File: config.mk
export PLATFORM = sky130hd
export DESIGN_NAME = ampp_port
export DESIGN_NICKNAME = d
export VERILOG_FILES = /design/src/pkg/ampp_pkg.sv /design/src/logic/ampp_port.sv
export VERILOG_INCLUDE_DIRS = /design/src /design/src/pkg
export SDC_FILE = /design/constraint.sdc
export NUM_CORES = 1
export LEC_CHECK = 0
export BUFFER_PORTS_ARGS = -buffer_cell sky130_fd_sc_hd__buf_2
export CAP_MARGIN = 0
export CORE_ASPECT_RATIO = 1.25
export CORE_MARGIN = 10
export CORE_UTILIZATION = 55
export CTS_BUF_LIST = sky130_fd_sc_hd__clkbuf_8
export DETAILED_ROUTE_END_ITERATION = 12
export GPL_ROUTABILITY_DRIVEN = 0
export HOLD_SLACK_MARGIN = 0.02
export PLACE_DENSITY_LB_ADDON = 0.2
export SYNTH_ARGS = -nofsm -noshare
export SYNTH_HDL_FRONTEND = slang
export SYNTH_SLANG_ARGS = --single-unit
File: constraint.sdc
create_clock -name i_core_clk -period 3.3 [get_ports i_core_clk]
set_input_delay 0.66 -clock i_core_clk [delete_from_list [all_inputs] [get_ports i_core_clk]]
set_output_delay 0.66 -clock i_core_clk [all_outputs]
set_load 0.01 [all_outputs]
File: src/pkg/ampp_consts.svh
`ifndef AMPP_CONSTS_SVH
`define AMPP_CONSTS_SVH

// Serial word layout
`define AMPP_WORD_BITS      5'h10
`define AMPP_RW_POS         15
`define AMPP_ADDR_MSB       14
`define AMPP_ADDR_LSB       8
`define AMPP_DATA_MSB       7
`define AMPP_DATA_LSB       0
`define AMPP_ADDR_PHASE_END 5'h07
`define AMPP_LAST_OUT_EDGE  5'h0F

// Register offsets (7-bit address space)
`define AMPP_OFS_SOFT_RESET 7'h00
`define AMPP_OFS_FORMAT     7'h01
`define AMPP_OFS_OUTPUT     7'h02
`define AMPP_OFS_TP_MSB     7'h03
`define AMPP_OFS_TP_LSB     7'h04

// Field positions
`define AMPP_SOFT_RESET_BIT 7
`define AMPP_FMT_SLEEP_BIT  4
`define AMPP_OUT_TERM_BIT   4
`define AMPP_OUT_ILVDS_MSB  7
`define AMPP_OUT_ILVDS_LSB  5
`define AMPP_OUT_MODE_MSB   2
`define AMPP_OUT_MODE_LSB   0

// Field encodings
`define AMPP_ILVDS_1P75MA   3'h7
`define AMPP_MODE_2L_LAST   3'h2

// Reset and unmapped read values
`define AMPP_REG_RESET      8'h00
`define AMPP_UNMAPPED_READ  8'h00

// Pin synchroniser slots
`define AMPP_PIN_SEL        0
`define AMPP_PIN_CS         1
`define AMPP_PIN_SCK        2
`define AMPP_PIN_SDI        3
`define AMPP_PIN_SDO        4
`define AMPP_PIN_COUNT      5

`endif

File: src/pkg/ampp_pkg.sv
package ampp_pkg;

	typedef enum logic [1:0] {
		AMPP_IDLE  = 2'b00,
		AMPP_SHIFT = 2'b01
	} ampp_phase_e;

	typedef logic [3:0][7:0] ampp_regs_t;

	typedef struct packed {
		logic [4:0]  sync1;
		logic [4:0]  sync2;
		logic [4:0]  sync3;
		logic [4:0]  filt;
		ampp_phase_e phase;
		logic [4:0]  bit_cnt;
		logic [15:0] shift_in;
		logic [7:0]  shift_out;
		logic        rd;
		logic        sdo_pull;
		ampp_regs_t  regs;
		logic        reset_bit;
		logic        serial_mode;
		logic        two_lane;
		logic        lvds_low_current;
		logic        sleep;
		logic        term_on;
	} ampp_state_s;

endpackage : ampp_pkg

File: src/logic/ampp_port.sv
`timescale 1ns/1ps
// Function
// - Select pin high makes the four port pins static mode straps.
// - Select pin low turns the four port pins into a serial register port.
// - Each register access is one 16-bit word on serial data in.
// - A transfer starts when chip select falls.
// - Serial data in is sampled on the first 16 serial clock rising edges.
// - Rising edges after the sixteenth are ignored.
// - A transfer ends when chip select returns high.
// - Word order: read flag, address bits 6..0, then data bits 7..0.
// - Read flag low stores the data byte into the addressed register.
// - Read flag high returns the addressed register on serial data out.
// - A read leaves the register unchanged and ignores incoming data bits.
// - Serial data out only pulls low or releases; pull-up gives high.
// - Writing 1 to reset register bit 7 clears all mode registers.
// - The reset bit clears itself after the reset write completes.
// - Software reset briefly signals sleep and leaves every register at 00h.
// - The reset register is write-only; read-back returns nothing of it.
// - Reset register bits 6..0 are ignored.
// - Parallel mode: chip select low two-lane 16-bit, high one-lane 14-bit.
// - Parallel mode: serial clock low 3.5mA, high 1.75mA LVDS current.
// - Parallel mode: serial data in low normal, high sleep.
// - Parallel mode: serial data out high enables internal termination.
`include "ampp_consts.svh"

module ampp_port (
	input  wire logic       i_core_clk,
	input  wire logic       i_reset,
	input  wire logic       i_port_style_select,
	input  wire logic       i_cs_n,
	input  wire logic       i_sck,
	input  wire logic       i_sdi,
	input  wire logic       i_sdo,
	output logic            o_sdo,
	output logic            o_sdo_oe,
	output logic            o_serial_mode,
	output logic            o_two_lane,
	output logic            o_lvds_low_current,
	output logic            o_sleep,
	output logic            o_term_on,
	output logic            o_soft_reset,
	output ampp_pkg::ampp_regs_t o_regs
);
	import ampp_pkg::*;

	ampp_state_s st;
	ampp_state_s next_st;
	logic [4:0]  pins;
	logic        cs_fall;
	logic        cs_rise;
	logic        sck_rise;
	logic [6:0]  cur_addr;

	// Register read decode; the reset register reads as zero since it keeps nothing
	function automatic logic [7:0] ampp_read(input ampp_regs_t regs, input logic [6:0] addr);
		logic [7:0] val;
		val = `AMPP_UNMAPPED_READ;
		case (addr)
			`AMPP_OFS_FORMAT: val = regs[0];
			`AMPP_OFS_OUTPUT: val = regs[1];
			`AMPP_OFS_TP_MSB: val = regs[2];
			`AMPP_OFS_TP_LSB: val = regs[3];
			default:          val = `AMPP_UNMAPPED_READ;
		endcase
		return val;
	endfunction : ampp_read

	// Raw pins gathered into synchroniser slots
	always_comb begin
		pins                = '0;
		pins[`AMPP_PIN_SEL] = i_port_style_select;
		pins[`AMPP_PIN_CS]  = i_cs_n;
		pins[`AMPP_PIN_SCK] = i_sck;
		pins[`AMPP_PIN_SDI] = i_sdi;
		pins[`AMPP_PIN_SDO] = i_sdo;
	end

	// Whole next-state computation in one place
	always_comb begin
		next_st           = st;
		next_st.sync1     = pins;
		next_st.sync2     = st.sync1;
		next_st.sync3     = st.sync2;
		next_st.reset_bit = 1'b0;

		// A level counts only once stages two and three agree, filtering glitches
		for (int i = 0; i < `AMPP_PIN_COUNT; i++) begin
			if (st.sync2[i] == st.sync3[i]) begin
				next_st.filt[i] = st.sync3[i];
			end
		end

		// Link clock is slow (400 ns) against the core clock, so edges are found by sampling
		cs_fall  = st.filt[`AMPP_PIN_CS] & ~next_st.filt[`AMPP_PIN_CS];
		cs_rise  = ~st.filt[`AMPP_PIN_CS] & next_st.filt[`AMPP_PIN_CS];
		sck_rise = ~st.filt[`AMPP_PIN_SCK] & next_st.filt[`AMPP_PIN_SCK];
		cur_addr = st.shift_in[`AMPP_ADDR_MSB:`AMPP_ADDR_LSB];

		next_st.serial_mode = ~next_st.filt[`AMPP_PIN_SEL];

		if (!next_st.serial_mode) begin
			// Strap mode: the port is dormant and never drives the data-out pin
			next_st.phase    = AMPP_IDLE;
			next_st.sdo_pull = 1'b0;
		end else begin
			case (st.phase)
				AMPP_IDLE: begin
					if (cs_fall) begin
						next_st.phase    = AMPP_SHIFT;
						next_st.bit_cnt  = '0;
						next_st.rd       = 1'b0;
						next_st.sdo_pull = 1'b0;
					end
				end
				AMPP_SHIFT: begin
					if (cs_rise) begin
						next_st.phase    = AMPP_IDLE;
						next_st.sdo_pull = 1'b0;
						// Short words are dropped; only a full 16-bit write commits
						if (st.bit_cnt == `AMPP_WORD_BITS && !st.shift_in[`AMPP_RW_POS]) begin
							if (cur_addr == `AMPP_OFS_SOFT_RESET) begin
								// Bits 6..0 of the reset byte play no part
								if (st.shift_in[`AMPP_SOFT_RESET_BIT]) begin
									next_st.regs      = {4{`AMPP_REG_RESET}};
									next_st.reset_bit = 1'b1;
								end
							end else if (cur_addr >= `AMPP_OFS_FORMAT &&
									cur_addr <= `AMPP_OFS_TP_LSB) begin
								next_st.regs[2'(cur_addr - `AMPP_OFS_FORMAT)] =
									st.shift_in[`AMPP_DATA_MSB:`AMPP_DATA_LSB];
							end
						end
					end else if (sck_rise && st.bit_cnt < `AMPP_WORD_BITS) begin
						// MSB-first shift keeps flag, address, data in order
						next_st.shift_in = {st.shift_in[14:0], next_st.filt[`AMPP_PIN_SDI]};
						next_st.bit_cnt  = st.bit_cnt + 5'h01;
						if (st.bit_cnt == `AMPP_ADDR_PHASE_END) begin
							// Address complete: read flag sits at bit 6 before this shift
							next_st.rd = st.shift_in[6];
							if (st.shift_in[6]) begin
								next_st.shift_out = ampp_read(st.regs,
									{st.shift_in[5:0], next_st.filt[`AMPP_PIN_SDI]});
								next_st.sdo_pull  = ~next_st.shift_out[7];
							end
						end else if (st.rd && st.bit_cnt > `AMPP_ADDR_PHASE_END) begin
							// Data bits on a read are shifted in but never committed
							if (st.bit_cnt < `AMPP_LAST_OUT_EDGE) begin
								next_st.shift_out = {st.shift_out[6:0], 1'b0};
								next_st.sdo_pull  = ~st.shift_out[6];
							end else begin
								next_st.sdo_pull  = 1'b0;
							end
						end
					end
				end
				default: begin
					next_st.phase    = AMPP_IDLE;
					next_st.sdo_pull = 1'b0;
				end
			endcase
		end

		// Mode decode: straps in parallel mode, registers in serial mode
		if (!next_st.serial_mode) begin
			next_st.two_lane         = ~next_st.filt[`AMPP_PIN_CS];
			next_st.lvds_low_current = next_st.filt[`AMPP_PIN_SCK];
			next_st.sleep            = next_st.filt[`AMPP_PIN_SDI];
			next_st.term_on          = next_st.filt[`AMPP_PIN_SDO];
		end else begin
			next_st.two_lane         = next_st.regs[1][`AMPP_OUT_MODE_MSB:`AMPP_OUT_MODE_LSB]
				<= `AMPP_MODE_2L_LAST;
			next_st.lvds_low_current = next_st.regs[1][`AMPP_OUT_ILVDS_MSB:`AMPP_OUT_ILVDS_LSB]
				== `AMPP_ILVDS_1P75MA;
			// Sleep is also forced for the cycle of a software reset
			next_st.sleep            = next_st.regs[0][`AMPP_FMT_SLEEP_BIT] |
				next_st.reset_bit;
			next_st.term_on          = next_st.regs[1][`AMPP_OUT_TERM_BIT];
		end
	end

	// State register; reset loads constants only, straps settle through the synchronisers
	always_ff @(posedge i_core_clk or posedge i_reset) begin
		if (i_reset) begin
			st             <= '0;
			st.phase       <= AMPP_IDLE;
			st.sync1       <= 5'h1F;
			st.sync2       <= 5'h1F;
			st.sync3       <= 5'h1F;
			st.filt        <= 5'h1F;
			st.regs        <= {4{`AMPP_REG_RESET}};
		end else begin
			st <= next_st;
		end
	end

	// Open drain: value is always low, only the enable moves
	assign o_sdo              = 1'b0;
	assign o_sdo_oe           = st.sdo_pull;
	assign o_serial_mode      = st.serial_mode;
	assign o_two_lane         = st.two_lane;
	assign o_lvds_low_current = st.lvds_low_current;
	assign o_sleep            = st.sleep;
	assign o_term_on          = st.term_on;
	assign o_soft_reset       = st.reset_bit;
	assign o_regs             = st.regs;

endmodule : ampp_port

After elaboration in Yosys (flattened, before gate mapping)
Cells that the tools add are included.
{"block": "classes", "addsub": 2, "n_lt_le_gt_ge": 8, "eq_ne": 24, "n_mux": 45, "n_bitwise": 11, "reduce_logical": 19}
{"operator": "8-bit two-way mux", "count": 11}
{"operator": "17-bit two-way mux", "count": 4}
{"operator": "32-bit two-way mux", "count": 2}
{"operator": "33-bit two-way mux", "count": 1}
{"operator": "32-bit bitwise mux", "count": 1}
{"operator": "8-bit case mux with 4 select lines", "count": 1}
{"operator": "31-bit two-way mux", "count": 1}
{"operator": "30-bit two-way mux", "count": 1}
{"operator": "8-bit demux with 2-bit select", "count": 1}
{"operator": "7-bit by 2-bit equality test with 1-bit output, second input constant", "count": 2}
{"operator": "1-bit two-way mux", "count": 13}
{"operator": "2-bit != test, second input constant", "count": 6}
{"operator": "6-bit AND reduction", "count": 2}
{"operator": "5-bit != test, second input constant", "count": 2}
{"operator": "5-bit case mux with 2 select lines", "count": 1}
{"operator": "4-bit AND reduction", "count": 2}
{"operator": "2-bit nonzero test", "count": 4}
{"operator": "7-bit by 1-bit equality test with 1-bit output, second input constant", "count": 1}
{"operator": "7-bit by 3-bit equality test with 1-bit output, second input constant", "count": 1}
{"operator": "7-bit by 1-bit >= comparator with 1-bit output, second input constant", "count": 1}
{"operator": "7-bit by 3-bit less-or-equal comparator with 1-bit output, second input constant", "count": 1}
{"operator": "7-bit zero test", "count": 1}
{"operator": "7-bit two-way mux", "count": 1}
{"operator": "1-bit NOT", "count": 7}
{"operator": "27 further kinds", "count": 41}
{"block": "totals", "reg_bits": 91, "input_bits": 7, "out_inout_bits": 40, "word_cells": 131}

Logic depth before layout (Yosys ltp)
{"block": "logic_depth", "depth_word": 17, "depth_mapped": 8, "ltp_nobuf": 7}

Least setup slack after synthesis
Ideal clock, no wire load.
{"block": "synth_path", "path_kind": "register to register", "from": "register st[71] (netlist bit)", "to": "register st (netlist bit o_regs[15])", "setup_time_ns": 0.121, "arrival_time_ns": 2.006, "required_time_ns": 3.179, "setup_slack_ns": 1.173, "stages_incl_launch_ff": 8, "n_path_buf": 1, "synth_period_minus_slack_ns": 2.127, "cell_sequence": "dfstp_2 -> a21o_1 -> o21ai_2 -> inv_2 -> or4_1 -> clkbuf_1 -> or3_4 -> a22o_1"}
{"element": "start: declaration", "line_no": "ampp_port.sv:46", "rtl": "ampp_state_s st;"}
{"element": "start signal: assignment", "line_no": "ampp_port.sv:192", "rtl": "st <= next_st;"}

==> impl_metrics.json <==
{
  "status": "finished, final reports clean",
  "max-slew-margin-rel": 0.458,
  "detail_route.iter0.violations": 188,
  "tritoncts": "done",
  "dominant_delay_contributor_by_cell_family_on_the_critical_path": "compound AO/OA/AOI/OAI gates",
  "cts-buffers-inserted": 9,
  "syn-cell-area_um2": 4270,
  "fmax_mhz": 387,
  "grtUsageTotal": 0.173,
  "detail_route.first_pass.iterations": 4,
  "total_length_of_routed_wires_um": 10000,
  "ys_seq_elements": 89,
  "critical_path.max_fanout": 12,
  "dpl.hpwl_um": 7110,
  "path_length_in_cells_of_the_critical_path": 6,
  "max_cap_check_violation_count": 0,
  "grt_overflow": 0,
  "vias": 3122,
  "crit_path_end_kind": "register",
  "max-clock-path-buffers": 2,
  "routed_via_density": 6.02,
  "worstHoldPathType": "reg2reg",
  "async_reset_ff_frac": 1.00,
  "static-leakage-power_nw": 2.18,
  "clkSlewWorstSetupHoldPaths_ns": 0.09,
  "initial_utilization": 0.573,
  "synth_warnings": 0,
  "power-per-cell-area_nw_per_um2": 475,
  "hold_viol_final": 0,
  "synth_enable_flop_cells": 0,
  "worstPathBufferInverterCount": 1,
  "ys_types": 66,
  "clock_root_buffer_master": "sky130_fd_sc_hd__clkbuf_8",
  "cts_max_level": 3,
  "timing.critical_path.from_type": "register",
  "dieWidth_um": 98.8,
  "final_number_of_setup_violating_endpoints": 0,
  "final_period_minus_worst_setup_slack_ns": 2.59,
  "r2r_cells": 6,
  "wire_per_inst_um": 19.3,
  "postCtsResizedCells": 0,
  "cts_num_sinks": 89,
  "post_synth.cell_area_avg_um2": 10.3,
  "port-buffer-count": 45,
  "rr_startpoint": "next_st[76]",
  "first_global_vias": 3134,
  "max-vdd-ir-drop_v": 0.000341,
  "unrepaired_setup_endpoints_after_global_routing": "false",
  "synth_top_flop_cell": "sky130_fd_sc_hd__dfrtp_1",
  "grt_antenna_before_repair": 0,
  "sequential_fraction_of_the_synthesis_area": 0.528,
  "endpoint": "o_sleep",
  "fin_total_pwr_w": 0.00217,
  "die_height_um": 118,
  "critical_path.max_stage_delay_ns": 0.65,
  "antenna_violating_nets_post_route": 0,
  "cp-startpoint": "next_st[76]",
  "worst-r2r-setup-slack_ns": 0.71,
  "cts.repair_timing.setup_buffer_count": 0,
  "remaining_drc_errors": 0,
  "layout-drive-gt1-share": 0.244,
  "critical-path-slowest-cell": "sky130_fd_sc_hd__nor4_2",
  "cts_hold_buffers": 0,
  "period_share": 0.784,
  "grt_first_pass_wirelength_um": 16500,
  "clock_latency_ns": 0.37,
  "die_area_um2": 11700,
  "pin_count": 47,
  "slew_viol_final": 0,
  "largest_net_degree_at_the_start_of_global_routing": 49,
  "synth_fp_nets": 424,
  "tightestPinTransition_ns": 0.813,
  "finalClockSkew_ns": 0.0195,
  "core_area_um2": 7440,
  "reg2reg_to": "o_sleep",
  "criticalPathCategory": "reg2reg",
  "tns_ns": 0,
  "number_of_nets_in_the_finished_design": 431,
  "timing.critical_path.required_ns": 3.55,
  "crit_chain": "o21ai_2, inv_2, nor4_2, o21ai_1, a32o_1, o22a_1",
  "worstPathArrival_ns": 2.84,
  "synth_cells": 415,
  "areaGrowthSynthToFinish_pct": 6.89,
  "n_antenna_cell": 0,
  "num_rows": 35
}
cell type report:
| cell class | count | area, um2 |
|---|---|---|
| fillers | 642 | 2890 |
| flip-flops and latches | 89 | 2250 |
| clock inverters | 6 | 88.8 |
| well taps | 92 | 115 |
| clock buffers | 10 | 138 |
| inverters | 9 | 35.0 |
| multi-input cells | 261 | 1640 |
| repair buffers | 52 | 290 |
synthesized netlist by cell type (3+ instances only):
cell type,count,area (um2)
sky130_fd_sc_hd__and3_1,4,25.0
sky130_fd_sc_hd__clkbuf_1,17,63.8
sky130_fd_sc_hd__a22oi_1,4,30.0
sky130_fd_sc_hd__nand2_1,79,297
sky130_fd_sc_hd__dfstp_2,20,526
sky130_fd_sc_hd__maj3_1,4,40.0
sky130_fd_sc_hd__a22o_1,24,210
sky130_fd_sc_hd__nor2_1,18,67.6
sky130_fd_sc_hd__a21oi_1,10,50.1
sky130_fd_sc_hd__nand4_1,3,18.8
sky130_fd_sc_hd__inv_1,8,30.0
sky130_fd_sc_hd__mux2i_1,12,120
sky130_fd_sc_hd__dfrtp_1,69,1730
sky130_fd_sc_hd__o31ai_1,3,22.5
sky130_fd_sc_hd__or4_1,3,22.5
sky130_fd_sc_hd__buf_2,4,20.0
sky130_fd_sc_hd__buf_4,33,248
sky130_fd_sc_hd__a31oi_1,5,31.3
sky130_fd_sc_hd__nand2b_1,3,18.8
sky130_fd_sc_hd__o21ai_0,15,75.1
sky130_fd_sc_hd__nor3_1,3,15.0
sky130_fd_sc_hd__nand3_1,10,50.1
sky130_fd_sc_hd__a21o_1,4,30.0
power breakdown:
| group | leakage, nW | switching [W] | total [W] | internal [W] |
|---|---|---|---|---|
| Clock | 0.109 | 0.000391 | 0.000839 | 0.000448 |
| Combinational | 0.911 | 0.0000884 | 0.000144 | 0.0000556 |
| Sequential | 1.16 | 0.0000503 | 0.00118 | 0.00113 |
| Total | 2.18 | 0.000530 | 0.00217 | 0.00164 |
placed cells by master (no fill, tap or decap), types with 3 or more instances in the layout:
| cell type | synthesis | routed |
|---|---|---|
| sky130_fd_sc_hd__dfstp_2 | 20 | 20 |
| sky130_fd_sc_hd__buf_4 | 33 | 6 |
| sky130_fd_sc_hd__o31ai_1 | 3 | 3 |
| sky130_fd_sc_hd__clkbuf_8 | 0 | 10 |
| sky130_fd_sc_hd__maj3_1 | 4 | 4 |
| sky130_fd_sc_hd__nand2b_1 | 3 | 3 |
| sky130_fd_sc_hd__a22o_1 | 24 | 24 |
| sky130_fd_sc_hd__a21oi_1 | 10 | 10 |
| sky130_fd_sc_hd__nand2_1 | 79 | 79 |
| sky130_fd_sc_hd__nor2_1 | 18 | 18 |
| sky130_fd_sc_hd__buf_2 | 4 | 45 |
| sky130_fd_sc_hd__or4_1 | 3 | 3 |
| sky130_fd_sc_hd__a31oi_1 | 5 | 5 |
| sky130_fd_sc_hd__nor3_1 | 3 | 3 |
| sky130_fd_sc_hd__nand4_1 | 3 | 3 |
| sky130_fd_sc_hd__and3_1 | 4 | 4 |
| sky130_fd_sc_hd__inv_1 | 8 | 7 |
| sky130_fd_sc_hd__mux2i_1 | 12 | 12 |
| sky130_fd_sc_hd__dfrtp_1 | 69 | 69 |
| sky130_fd_sc_hd__a22oi_1 | 4 | 4 |
| sky130_fd_sc_hd__nand3_1 | 10 | 10 |
| sky130_fd_sc_hd__o21ai_0 | 15 | 15 |
| sky130_fd_sc_hd__a21o_1 | 4 | 4 |
metrics by stage:
stage	worst slack (ns)	util	hold slack, ns	cells	cell area, um2
final	0.714	0.612	0.358	519	4560
after global routing	0.535	0.612	0.365	519	4560
after CTS	0.769	0.612	0.360	519	4560
after detailed placement	0.771	0.582	0.348	503	4330
after global placement	0.894	0.582	0.346	503	4330
after floorplan	0.366	-	0.345	415	4270
worst min-delay path by stage:
stage                       end  cells past startpoint  slack (ns)        start
floorplan           next_st[76]                      0        0.35  next_st[81]
global placement    next_st[77]                      0        0.35  next_st[82]
detailed placement  next_st[80]                      0        0.35  next_st[85]
CTS                 next_st[78]                      0        0.36  next_st[83]
global route        next_st[78]                      0        0.37  next_st[83]
finish              next_st[76]                      0        0.36  next_st[81]
logic make-up (layout without fill, tap and decap cells):
family          Yosys count  count (layout)  share of synthesized area
mux                      14              14                     0.0334
compound gates           90              90                      0.157
buf+inv                  65              77                     0.0874
xor+xnor                  1               1                    0.00205
other cells               1               1                   0.000879
simple gates            149             149                      0.176
flops                    89              89                      0.528
fa+ha+maj                 6               6                     0.0153
layer usage:
metal	global-route usage	wire length, um	part of all wire	vias to the layer above
met2	0.293	5160	0.52	91
met3	0.0390	499	0.050	20
met1	0.202	4110	0.41	1563
li1	-	-	-	1448
met4	0.0781	249	0.025	0
met5	0	0	0	-
registers in the layout, indices dropped and copies added, names as in the netlist, 7 cells and up:
name,count
o_regs,32
cur_addr,7
next_st,10
st,33
Power figures use the tool's default switching activity.
